**config.mk**
```make
export PLATFORM = sky130hd
export DESIGN_NAME = tdso_top
export DESIGN_NICKNAME = d
export VERILOG_FILES = /design/src/core/tdso_pkg.sv /design/src/core/tdso_div.sv /design/src/core/tdso_shift.sv /design/src/core/tdso_top.sv
export SDC_FILE = /design/constraint.sdc
export NUM_CORES = 1
export LEC_CHECK = 0
export BUFFER_PORTS_ARGS = -buffer_cell sky130_fd_sc_hd__buf_2
export CELL_PAD_IN_SITES_DETAIL_PLACEMENT = 2
export CELL_PAD_IN_SITES_GLOBAL_PLACEMENT = 2
export CORE_MARGIN = 2
export CORE_UTILIZATION = 32
export DETAILED_ROUTE_END_ITERATION = 12
export PLACE_DENSITY_LB_ADDON = 0.05
export SKIP_CTS_REPAIR_TIMING = 1
export SLEW_MARGIN = 20
export SYNTH_ARGS = -nofsm -noshare
export SYNTH_HDL_FRONTEND = slang
export SYNTH_SLANG_ARGS = --single-unit
```
**constraint.sdc**
```tcl
create_clock -name mclk -period 4.9 [get_ports mclk]
set_clock_uncertainty 0.2 [all_clocks]
set_input_delay 0.49 -clock mclk [delete_from_list [all_inputs] [get_ports mclk]]
set_output_delay 0.49 -clock mclk [all_outputs]
set_load 0.05 [all_outputs]
```
**src/core/tdso_pkg.sv**
```systemverilog
// tdso_pkg: constants and carriers of the touch debug serial out block
package tdso_pkg;

  // ************************************************************
  // timing
  // ************************************************************
  localparam int unsigned CLK_HZ       = 200_000_000;
  localparam int unsigned BIT_HZ       = 200_000;
  localparam int unsigned HALF_BIT_CYC = CLK_HZ / (2 * BIT_HZ);
  localparam int unsigned BYTE_GAP_US  = 30;
  localparam int unsigned BYTE_GAP_CYC = BYTE_GAP_US * (CLK_HZ / 1_000_000);
  localparam int unsigned MS_CYC       = CLK_HZ / 1000;
  localparam int unsigned STRAP_S      = 5;
  localparam int unsigned STRAP_MS     = STRAP_S * 1000;
  localparam int unsigned MAX_ON_S     = 30;
  localparam int unsigned MAX_ON_MS    = MAX_ON_S * 1000;
  localparam int unsigned FRAME_GAP_MS = 2;
  localparam int unsigned BOOT_WAIT    = 3;

  // ************************************************************
  // frame layout
  // ************************************************************
  localparam logic [4:0] B_COUNT  = 5'h00;
  localparam logic [4:0] B_VER    = 5'h01;
  localparam logic [4:0] B_REF    = 5'h02;
  localparam logic [4:0] B_FLAG   = 5'h1a;
  localparam logic [4:0] B_AUX    = 5'h1b;
  localparam logic [4:0] B_STAT   = 5'h1c;
  localparam logic [4:0] B_REPEAT = 5'h1d;
  localparam int unsigned ST_CAL  = 7;
  localparam int unsigned ST_NKEY = 4;
  localparam logic [3:0] VER_MAJOR = 4'h1; // arbitrary value
  localparam logic [3:0] VER_MINOR = 4'h0; // arbitrary value

  // ************************************************************
  // register map and fields
  // ************************************************************
  localparam logic [7:0] ADDR_CTRL  = 8'h00;
  localparam logic [7:0] ADDR_STAT  = 8'h04;
  localparam logic [7:0] ADDR_FLAGS = 8'h08;
  localparam logic [7:0] ADDR_IRQ   = 8'h0c;
  localparam logic [7:0] ADDR_MASK  = 8'h10;
  localparam logic       CTRL_RST   = 1'h1;
  localparam int unsigned IRQ_FRAME = 0;
  localparam int unsigned IRQ_ENTER = 1;
  localparam int unsigned IRQ_RECAL = 2;
  localparam int unsigned KEY_CLK   = 0;
  localparam int unsigned KEY_DATA  = 1;

  // ************************************************************
  // carriers
  // ************************************************************
  typedef struct packed {
    logic [15:0] reference;
    logic [15:0] sig;
    logic [15:0] delta;
  } tdso_chan_t;

  typedef struct packed {
    logic [3:0]       touch;
    logic             calibrating;
    logic [2:0]       keys_active;
    tdso_chan_t [3:0] chan;
  } tdso_acq_t;

  typedef struct packed {
    logic        wr;
    logic        rd;
    logic [7:0]  addr;
    logic [31:0] wdata;
  } tdso_req_t;

endpackage

```
**src/core/tdso_div.sv**
```systemverilog
// tdso_div: divider giving a one-cycle enable pulse every DIV clocks
`timescale 1ns/1ps
module tdso_div import tdso_pkg::*; #(
  parameter int unsigned DIV = HALF_BIT_CYC
) (
  // clock and reset
  input  wire logic mclk,
  input  wire logic rst_b,
  // control and enable out
  input  wire logic clear,
  output wire logic pulse
);
  localparam int unsigned CW = $clog2(DIV);

  typedef struct packed {
    logic [CW-1:0] cnt;
    logic          pulse;
  } tdso_div_st_t;

  tdso_div_st_t st;
  tdso_div_st_t next_st;

  if (DIV < 2) begin : g_chk
    $error("tdso_div: DIV must be at least 2");
  end

  // count, restart on clear; the clear cycle is the first of the period, so every period is DIV long
  always_comb begin
    next_st = st;
    next_st.pulse = 1'b0;
    if (clear) begin
      next_st.cnt = CW'(1);
    end else if (st.cnt == CW'(DIV - 1)) begin
      next_st.cnt = '0;
      next_st.pulse = 1'b1;
    end else begin
      next_st.cnt = CW'(st.cnt + 1'b1);
    end
  end

  always_ff @(posedge mclk or negedge rst_b) begin
    if (!rst_b) begin
      st <= '0;
    end else begin
      st <= next_st;
    end
  end

  assign pulse = st.pulse;
endmodule

```
**src/core/tdso_shift.sv**
```systemverilog
// tdso_shift: one byte out, msb first, on a clock and data pair
`timescale 1ns/1ps
module tdso_shift import tdso_pkg::*; #(
  parameter bit SAMPLE_RISE = 1'b1
) (
  // clock and reset
  input  wire logic       mclk,
  input  wire logic       rst_b,
  // byte request
  input  wire logic       half_en,
  input  wire logic       start,
  input  wire logic [7:0] byte_in,
  output wire logic       busy,
  output wire logic       done,
  // line levels
  output wire logic       sclk,
  output wire logic       sdata
);
  typedef struct packed {
    logic [7:0] sh;
    logic [2:0] nbit;
    logic       low;
    logic       busy;
    logic       done;
  } tdso_shift_st_t;

  tdso_shift_st_t st;
  tdso_shift_st_t next_st;

  // data moves at the launch edge, holds through the sample edge
  always_comb begin
    next_st = st;
    next_st.done = 1'b0;
    if (!st.busy) begin
      if (start) begin
        next_st.busy = 1'b1;
        next_st.sh = byte_in;
        next_st.nbit = 3'h7;
        next_st.low = 1'b1;
      end
    end else if (half_en) begin
      if (st.low) begin
        next_st.low = 1'b0;
      end else if (st.nbit == 3'h0) begin
        next_st.busy = 1'b0;
        next_st.done = 1'b1;
      end else begin
        next_st.sh = {st.sh[6:0], 1'b0};
        next_st.nbit = 3'(st.nbit - 3'h1);
        next_st.low = 1'b1;
      end
    end
  end

  always_ff @(posedge mclk or negedge rst_b) begin
    if (!rst_b) begin
      st <= '0;
    end else begin
      st <= next_st;
    end
  end

  assign busy = st.busy;
  assign done = st.done;
  assign sclk = st.low ^ SAMPLE_RISE;
  assign sdata = st.sh[7];
endmodule

```
**src/core/tdso_top.sv**
```systemverilog
// tdso_top: debug telemetry transmitter of a four-key touch sensor
// What this block does
// - a shorted sample_cap_three at power-up enters debug mode; release expected within 5 s
// - short held past 5 s still enters debug; key 3 reads touched ~30 s, then recal
// - debug clock and data float when idle, push-pull while a frame is sent
// - bits go out at about 200 kHz, msb of each byte first
// - frame is 30 bytes in fixed order ending with flags, status, counter
// - first byte is a 0..255 frame counter, byte 29 repeats it
// - version byte holds major revision high nibble, minor low nibble
// - references and signals bytes 2..17, deltas 18..25, low byte first
// - status bit 7 set while calibrating
// - status bits 4..6 carry the active key count
// - status bits 0..3 carry the touch state of keys 0..3
// - bytes in a frame are spaced by an idle clock interval of about 30 us
// - a frame takes about 2 ms; lines float between frames
// - otherwise the four key lines are active-low open drain
//
// Decided for this implementation: the plain strobed port and the register addresses.
`timescale 1ns/1ps
module tdso_top import tdso_pkg::*; #(
  parameter bit          SAMPLE_RISE = 1'b1,
  parameter int unsigned HALF_CYC    = HALF_BIT_CYC,
  parameter int unsigned GAP_CYC     = BYTE_GAP_CYC,
  parameter int unsigned TICK_CYC    = MS_CYC,
  parameter int unsigned WINDOW_MS   = STRAP_MS,
  parameter int unsigned ON_MS       = MAX_ON_MS,
  parameter int unsigned FGAP_MS     = FRAME_GAP_MS
) (
  // clock and reset
  input  wire logic        mclk,
  input  wire logic        rst_b,
  // strap pin and acquisition results
  input  wire logic        sample_cap_three_short,
  input  wire tdso_acq_t   acq,
  // register port
  input  wire logic [7:0]  reg_addr,
  input  wire logic [31:0] reg_wdata,
  input  wire logic        reg_wr,
  input  wire logic        reg_rd,
  output wire logic [31:0] reg_rdata,
  // key lines, bit 0 key0_line_debug_clock, bit 1 key1_line_debug_data
  output wire logic [3:0]  key_line_o,
  output wire logic [3:0]  key_line_oe,
  // system
  output wire logic        recal_req,
  output wire logic        irq
);
  // ************************************************************
  // parameter checks
  // ************************************************************
  if (HALF_CYC < 2 || TICK_CYC < 2) begin : g_chk_div
    $error("tdso_top: dividers need at least 2 cycles");
  end
  if (GAP_CYC < 1 || GAP_CYC > 65535) begin : g_chk_gap
    $error("tdso_top: byte gap out of range");
  end
  if (WINDOW_MS < 1 || WINDOW_MS > 65535 || ON_MS < 1 || ON_MS > 65535) begin : g_chk_ms
    $error("tdso_top: ms counts out of range");
  end
  if (FGAP_MS < 1 || FGAP_MS > 255) begin : g_chk_fgap
    $error("tdso_top: frame gap out of range");
  end

  // ************************************************************
  // state
  // ************************************************************
  typedef enum logic [1:0] {M_BOOT, M_WINDOW, M_ON, M_OFF} tdso_mode_t;
  typedef enum logic [1:0] {T_IDLE, T_SHIFT, T_GAP, T_FGAP} tdso_tx_t;

  typedef struct packed {
    logic             sync1;
    logic             sync2;
    logic [1:0]       boot;
    tdso_mode_t       mode;
    logic [15:0]      ms_cnt;
    logic             ch3_bad;
    logic             recal;
    tdso_tx_t         tx;
    logic [4:0]       idx;
    logic [15:0]      gap_cnt;
    logic [7:0]       fg_cnt;
    logic [7:0]       frame_no;
    tdso_chan_t [3:0] snap_chan;
    logic [7:0]       snap_stat;
    logic [15:0]      snap_flags;
    logic             start;
    logic [7:0]       byte_out;
    logic [3:0]       key_o;
    logic [3:0]       key_oe;
    logic             tx_en;
    logic [15:0]      flags;
    logic [2:0]       irq_stat;
    logic [2:0]       irq_mask;
    logic [31:0]      rdata;
    logic             irq;
  } tdso_st_t;

  tdso_st_t  st;
  tdso_st_t  next_st;
  tdso_req_t req;
  logic      ms_tick;
  logic      half_en;
  logic      sh_busy;
  logic      sh_done;
  logic      sh_clk;
  logic      sh_data;

  assign req = '{wr: reg_wr, rd: reg_rd, addr: reg_addr, wdata: reg_wdata};

  // ************************************************************
  // dividers and shifter
  // ************************************************************
  tdso_div #(.DIV(TICK_CYC)) u_ms (
    .mclk  (mclk),
    .rst_b (rst_b),
    .clear (1'b0),
    .pulse (ms_tick)
  );

  tdso_div #(.DIV(HALF_CYC)) u_bit (
    .mclk  (mclk),
    .rst_b (rst_b),
    .clear (st.start),
    .pulse (half_en)
  );

  tdso_shift #(.SAMPLE_RISE(SAMPLE_RISE)) u_shift (
    .mclk    (mclk),
    .rst_b   (rst_b),
    .half_en (half_en),
    .start   (st.start),
    .byte_in (st.byte_out),
    .busy    (sh_busy),
    .done    (sh_done),
    .sclk    (sh_clk),
    .sdata   (sh_data)
  );

  // ************************************************************
  // frame byte selection
  // ************************************************************
  // picks byte idx of the frame from the frame snapshot
  function automatic logic [7:0] frame_byte(input logic [4:0] idx, input tdso_st_t s);
    logic [4:0]  k;
    tdso_chan_t  c;
    logic [15:0] w;
    k = 5'(idx - B_REF);
    c = s.snap_chan[k[2:1]];
    case (k[4:3])
      2'h0: w = c.reference;
      2'h1: w = c.sig;
      default: w = c.delta;
    endcase
    case (idx)
      B_COUNT, B_REPEAT: frame_byte = s.frame_no;
      B_VER: frame_byte = {VER_MAJOR, VER_MINOR};
      B_FLAG: frame_byte = s.snap_flags[7:0];
      B_AUX: frame_byte = s.snap_flags[15:8];
      B_STAT: frame_byte = s.snap_stat;
      default: frame_byte = k[0] ? w[15:8] : w[7:0];
    endcase
  endfunction

  // ************************************************************
  // next state
  // ************************************************************
  always_comb begin
    logic [2:0] ev;
    logic [3:0] touch_eff;
    logic       in_frame;
    logic       dbg;
    ev = 3'h0;
    touch_eff = 4'h0;
    in_frame = 1'b0;
    dbg = 1'b0;
    next_st = st;
    next_st.start = 1'b0;
    next_st.recal = 1'b0;
    next_st.rdata = 32'h0;

    // strap pin through two flops
    next_st.sync1 = sample_cap_three_short;
    next_st.sync2 = st.sync1;

    // strap capture and short window
    case (st.mode)
      M_BOOT: begin
        if (st.boot == 2'(BOOT_WAIT)) begin
          next_st.ms_cnt = 16'h0;
          if (st.sync2) begin
            next_st.mode = M_WINDOW;
            ev[IRQ_ENTER] = 1'b1;
          end else begin
            next_st.mode = M_OFF;
          end
        end else begin
          next_st.boot = 2'(st.boot + 2'h1);
        end
      end
      M_WINDOW: begin
        if (!st.sync2) begin
          next_st.mode = M_ON;
        end else if (ms_tick) begin
          if (st.ms_cnt == 16'(WINDOW_MS - 1)) begin
            next_st.mode = M_ON;
            next_st.ch3_bad = 1'b1;
            next_st.ms_cnt = 16'h0;
          end else begin
            next_st.ms_cnt = 16'(st.ms_cnt + 16'h1);
          end
        end
      end
      default: begin
        if (st.ch3_bad && ms_tick) begin
          if (st.ms_cnt == 16'(ON_MS - 1)) begin
            next_st.ch3_bad = 1'b0;
            next_st.recal = 1'b1;
            ev[IRQ_RECAL] = 1'b1;
          end else begin
            next_st.ms_cnt = 16'(st.ms_cnt + 16'h1);
          end
        end
      end
    endcase

    // key 3 reads touched from the window timeout until the recal, whether the short is still held or not
    touch_eff = acq.touch | {st.ch3_bad, 3'h0};

    // frame sequencer
    case (st.tx)
      T_IDLE: begin
        if (st.mode == M_ON && st.tx_en) begin
          next_st.snap_chan = acq.chan;
          next_st.snap_flags = st.flags;
          next_st.snap_stat[ST_CAL] = acq.calibrating;
          next_st.snap_stat[ST_NKEY +: 3] = acq.keys_active;
          next_st.snap_stat[3:0] = touch_eff;
          next_st.idx = B_COUNT;
          next_st.byte_out = st.frame_no;
          next_st.start = 1'b1;
          next_st.tx = T_SHIFT;
        end
      end
      T_SHIFT: begin
        if (sh_done) begin
          next_st.gap_cnt = 16'h0;
          if (st.idx == B_REPEAT) begin
            next_st.frame_no = 8'(st.frame_no + 8'h1);
            next_st.fg_cnt = 8'h0;
            next_st.tx = T_FGAP;
            ev[IRQ_FRAME] = 1'b1;
          end else begin
            next_st.tx = T_GAP;
          end
        end
      end
      T_GAP: begin
        if (st.gap_cnt == 16'(GAP_CYC - 1)) begin
          next_st.idx = 5'(st.idx + 5'h1);
          next_st.byte_out = frame_byte(5'(st.idx + 5'h1), st);
          next_st.start = 1'b1;
          next_st.tx = T_SHIFT;
        end else begin
          next_st.gap_cnt = 16'(st.gap_cnt + 16'h1);
        end
      end
      default: begin
        if (ms_tick) begin
          if (st.fg_cnt == 8'(FGAP_MS - 1)) begin
            next_st.tx = T_IDLE;
          end else begin
            next_st.fg_cnt = 8'(st.fg_cnt + 8'h1);
          end
        end
      end
    endcase

    // pins: debug pair push-pull within a frame, floating between frames in debug mode, open drain otherwise
    in_frame = (st.tx == T_SHIFT) || (st.tx == T_GAP);
    dbg = (st.mode == M_WINDOW) || (st.mode == M_ON);
    next_st.key_o = 4'h0;
    next_st.key_oe = touch_eff;
    if (dbg) begin
      next_st.key_o[KEY_CLK] = in_frame ? sh_clk : 1'b0;
      next_st.key_o[KEY_DATA] = in_frame ? sh_data : 1'b0;
      next_st.key_oe[KEY_CLK] = in_frame;
      next_st.key_oe[KEY_DATA] = in_frame;
    end

    // register writes
    if (req.wr) begin
      case (req.addr)
        ADDR_CTRL: next_st.tx_en = req.wdata[0];
        ADDR_FLAGS: next_st.flags = req.wdata[15:0];
        ADDR_IRQ: next_st.irq_stat = st.irq_stat & ~req.wdata[2:0];
        ADDR_MASK: next_st.irq_mask = req.wdata[2:0];
        default: next_st.irq_mask = st.irq_mask;
      endcase
    end

    // register reads, data in the next cycle only
    if (req.rd) begin
      case (req.addr)
        ADDR_CTRL: next_st.rdata = {31'h0, st.tx_en};
        ADDR_STAT: next_st.rdata = {16'h0, st.frame_no, 4'h0, st.mode == M_WINDOW,
                                    in_frame, st.ch3_bad, dbg};
        ADDR_FLAGS: next_st.rdata = {16'h0, st.flags};
        ADDR_IRQ: next_st.rdata = {29'h0, st.irq_stat};
        ADDR_MASK: next_st.rdata = {29'h0, st.irq_mask};
        default: next_st.rdata = 32'h0;
      endcase
    end

    // sticky events, a set beats a clear in the same cycle
    next_st.irq_stat = next_st.irq_stat | ev;
    next_st.irq = |(next_st.irq_stat & next_st.irq_mask);
  end

  // ************************************************************
  // state register
  // ************************************************************
  always_ff @(posedge mclk or negedge rst_b) begin
    if (!rst_b) begin
      st <= '0;
      st.mode <= M_BOOT;
      st.tx <= T_IDLE;
      st.tx_en <= CTRL_RST;
    end else begin
      st <= next_st;
    end
  end

  // outputs straight from flops
  assign reg_rdata = st.rdata;
  assign key_line_o = st.key_o;
  assign key_line_oe = st.key_oe;
  assign recal_req = st.recal;
  assign irq = st.irq;
endmodule

```
==> reports/summary.log <==
INFO  worst_setup_path reg2reg_to=st[64]
INFO  place          placement.cell_area=20000um2
INFO  worst_setup_path worst_path_largest_cell_delay=710ps
INFO  timing         fin_setup_tns=0ps
INFO  cts            clock_pin_slew_of_the_registers_on_the_worst_case_setup_and_hold_paths=60ps
INFO  synth          share_of_async_settable_or_async_resettable_flops_after_synthesis=100%
INFO  worst_setup_path worst-path-max-fanout=18
INFO  drt            drt_drc_violations_left=0
INFO  global_route   grt_antenna_before_repair=7
INFO  power_and_ir_drop power-per-cell-area=404nW/um2
INFO  hold_path      hold_path_depth=3
INFO  layout         area.sequential=9440um2
INFO  drt            vias=15300
INFO  drt            detailed_router_s_first_iteration_violation_count=829
INFO  layout         area.growth.synth_to_final=29.9%
INFO  worst_setup_path crit_top_cell=sky130_fd_sc_hd__mux4_2
INFO  timing         final_critical_path_setup_slack=464ps
INFO  cts            clk_latency=590ps
INFO  timing         slew-limit-headroom=36.3%
INFO  worst_setup_path reg2reg_setup_slack=460ps
INFO  drt            post_drt_wl_per_cell=21.0um
INFO  timing         rsz0062_at_grt=false
INFO  timing         report.final.hold_viol_count=2
INFO  timing         final.min_clock_period=4440ps
INFO  timing         post-route-period-util=90.5%
INFO  layout         fill_cells=6035
INFO  status         status=finished with violations
INFO  synth          ys_seq_elements=377
INFO  worst_setup_path worst-r2r-cell-count=10
INFO  layout         final_area=23600um2
INFO  global_route   grt_overflow=0
INFO  synth          synth.top_cells.by_area=sky130_fd_sc_hd__dfrtp_1 52%, sky130_fd_sc_hd__nand2_1 15%, sky130_fd_sc_hd__mux4_2 6.1%, sky130_fd_sc_hd__buf_4 1.7%, sky130_fd_sc_hd__clkbuf_1 1.6%
INFO  die            die_x=242um
INFO  synth          dominantRegCellSynth=sky130_fd_sc_hd__dfrtp_1
INFO  layout         fin_nets=2567
INFO  power_and_ir_drop total_power=9.53mW
INFO  status         violations=negative hold slack
INFO  synth          syn_avg_cell_area=9.64um2
INFO  cts            cts_root_buf=sky130_fd_sc_hd__clkbuf_16
INFO  timing         final.hold.worst_slack=-8.86ps
INFO  global_route   grt_first_pass_wirelength=92000um
INFO  synth          synth_common_cells=747 x sky130_fd_sc_hd__nand2_1, 376 x sky130_fd_sc_hd__dfrtp_1, 78 x sky130_fd_sc_hd__clkbuf_1
INFO  synth          yosysMostFrequentCell=sky130_fd_sc_hd__nand2_1
INFO  die            pin_count=287
INFO  cts            clockBufferDepth=3
INFO  layout         final_instance_count_excl_fillers=3098
INFO  cts            numCtsBuffers=45
INFO  timing         maxClockFrequency=0.225GHz
INFO  synth          yosys.area.top_type_share=51.9%
INFO  worst_setup_path cells_along_the_critical_path=ha_1 > xor2_1 > inv_1 > ha_2 > buf_4 > mux4_2 > mux2_2 > mux4_2 > or3b_1 > o211a_1
INFO  cts            cts_htree_levels=2
INFO  worst_setup_path required_arrival_time_at_the_worst_endpoint=5180ps
INFO  global_route   grt_use_total=19.9%
INFO  synth          synth_warnings=0
INFO  synth          yosysTopAreaCell=sky130_fd_sc_hd__dfrtp_1
INFO  worst_setup_path critical_path.reg2reg.startpoint=st[321]
INFO  timing         slew_viol_final=0
INFO  die            floorplan.rows=87
INFO  cts            tritoncts=done
INFO  global_route   maximum_number_of_pins_on_one_net_before_global_route_repair=97
INFO  die            fp.dieArea=58600um2
INFO  hold_path      min_path_type=primary input to register
INFO  layout         postLayoutCoreUtil=42.0%
INFO  synth          mappedNetlistArea=18100um2
INFO  worst_setup_path cp_data_arrival_time=4710ps
INFO  place          place_hpwl=42200um
INFO  drt            drt-vias-per-instance=4.93
INFO  worst_setup_path worst-setup-path-type=register to register
INFO  place          placed_cells=2796
INFO  timing         worstMarginPinSlew=956ps
INFO  global_route   number_of_global_route_vias_before_repair=15700
INFO  hold_path      worst_hold_startpoint=acq[103]
INFO  job            max_capacitance_violation_total=0
INFO  synth          synth.yosys.seq_area_share=52.0%
INFO  drt            final_antenna_net_count=0
INFO  place          pre_cts_slack=511ps
INFO  layout         post_route_cells_drive_above_1_share=19.2%
INFO  worst_setup_path critPathSlowestCell=sky130_fd_sc_hd__ha_2
INFO  die            floorplan.initialDensity=32.3%
INFO  synth          post_synth_inst_count=1881
INFO  synth          synth_edf_count=0
INFO  hold_path      hold-path-endpoint=st[200]
INFO  worst_setup_path crit_path_start_kind=register
INFO  timing         report.final.setup_viol=0
INFO  place          gp_congestion=0.786
INFO  worst_setup_path launching_element_of_the_worst_setup_path=st[321]
INFO  synth          netlist-cell-type-count=81
INFO  power_and_ir_drop worst_vdd_drop=291uV
INFO  die            coreArea=56200um2
INFO  cts            cts_sinks=377
INFO  layout         multi_input_comb_area=8010um2
INFO  place          port_buffers=252
INFO  worst_setup_path sort_of_element_at_the_end_of_the_critical_path=register
INFO  drt            drt_pre_antenna_iters=5
INFO  drt            route.final.wire_length=65000um
INFO  die            die_h=242um
INFO  power_and_ir_drop power.leakage=10.7nW
-- area by class of cell --
type	count	area share, %
diodes	7	0.0743
clock buffers	62	5.56
clock inverters	21	0.664
inverters	25	0.398
multi-input cells	1362	34.0
flip-flops and latches	377	40.0
well taps	756	4.01
repair buffers	488	15.3
-- logic make-up (layout without fill, tap and decap cells) --
kind of cell | after synthesis | count (layout) | share of synthesized area (%)
fa+ha+maj | 23 | 23 | 1.59
buf+inv | 159 | 596 | 4.42
xor+xnor | 51 | 51 | 2.65
compound gates | 182 | 182 | 6.86
mux | 102 | 102 | 9.72
simple gates | 986 | 986 | 22.7
other cells | 1 | 25 | 0.0207
flops | 377 | 377 | 52.0
-- routing by layer --
| metal | global-route usage (%) | wire (um) | share of wire (%) |
|---|---|---|---|
| met4 | 4.99 | 1780 | 2.7 |
| met5 | 0 | 0 | 0 |
| met3 | 2.66 | 2370 | 3.6 |
| met2 | 33.7 | 33200 | 51 |
| met1 | 26.9 | 27600 | 43 |
-- where the power goes --
part / switching, mW / total, mW / internal [mW]
clock: 1.40 / 3.33 / 1.93
sequential: 0.488 / 4.29 / 3.81
combinational: 1.04 / 1.90 / 0.856
-- critical path: cells and delay by family, from the launching register on --
| kind | cells | cell delay (ps) |
|---|---|---|
| simple gates | 1 | 380 |
| compound gates | 1 | 120 |
| flops | 1 | 550 |
| fa+ha+maj | 2 | 1140 |
| xor+xnor | 1 | 330 |
| mux | 3 | 1130 |
| buf+inv | 2 | 460 |
-- sequential cells by signal (all words and copies together) (netlist names) --
register	cells
u_shift.done	1
u_bit.pulse	1
u_shift.sdata	1
recal_req	1
u_bit.st	9
key_line_oe	4
next_st	1
u_ms.pulse	1
reg_rdata	16
u_ms.st	18
u_shift.busy	1
u_shift.st	11
irq	1
key_line_o	2
st	309
-- cells in the final DEF (no fill, tap or decap), types with 18 or more instances in the layout --
| master | netlist | final |
|---|---|---|
| sky130_fd_sc_hd__nor2_1 | 76 | 76 |
| sky130_fd_sc_hd__nand3_1 | 42 | 41 |
| sky130_fd_sc_hd__conb_1 | 1 | 18 |
| sky130_fd_sc_hd__buf_4 | 41 | 22 |
| sky130_fd_sc_hd__nor3_1 | 20 | 19 |
| sky130_fd_sc_hd__o21ai_0 | 50 | 50 |
| sky130_fd_sc_hd__xor2_1 | 19 | 19 |
| sky130_fd_sc_hd__and3_1 | 20 | 19 |
| sky130_fd_sc_hd__mux2_2 | 22 | 22 |
| sky130_fd_sc_hd__dfrtp_1 | 376 | 376 |
| sky130_fd_sc_hd__clkbuf_16 | 0 | 46 |
| sky130_fd_sc_hd__mux4_2 | 49 | 49 |
| sky130_fd_sc_hd__clkinv_2 | 0 | 18 |
| sky130_fd_sc_hd__a21oi_1 | 24 | 24 |
| sky130_fd_sc_hd__xnor2_1 | 29 | 29 |
| sky130_fd_sc_hd__inv_1 | 24 | 24 |
| sky130_fd_sc_hd__nand2_1 | 747 | 747 |
| sky130_fd_sc_hd__a22oi_1 | 31 | 31 |
| sky130_fd_sc_hd__ha_1 | 23 | 21 |
| sky130_fd_sc_hd__buf_2 | 8 | 251 |
| sky130_fd_sc_hd__dlygate4sd3_1 | 0 | 212 |
-- how the worst max path moves through the flow --
stage	to	slack (ps)	cells past startpoint
floorplan	st[64]	360	14
global placement	st[64]	610	10
detailed placement	st[66]	510	10
CTS	st[66]	480	10
global route	st[66]	300	10
finish	st[64]	460	10
Note: power is estimated with default switching activity, not from simulation.
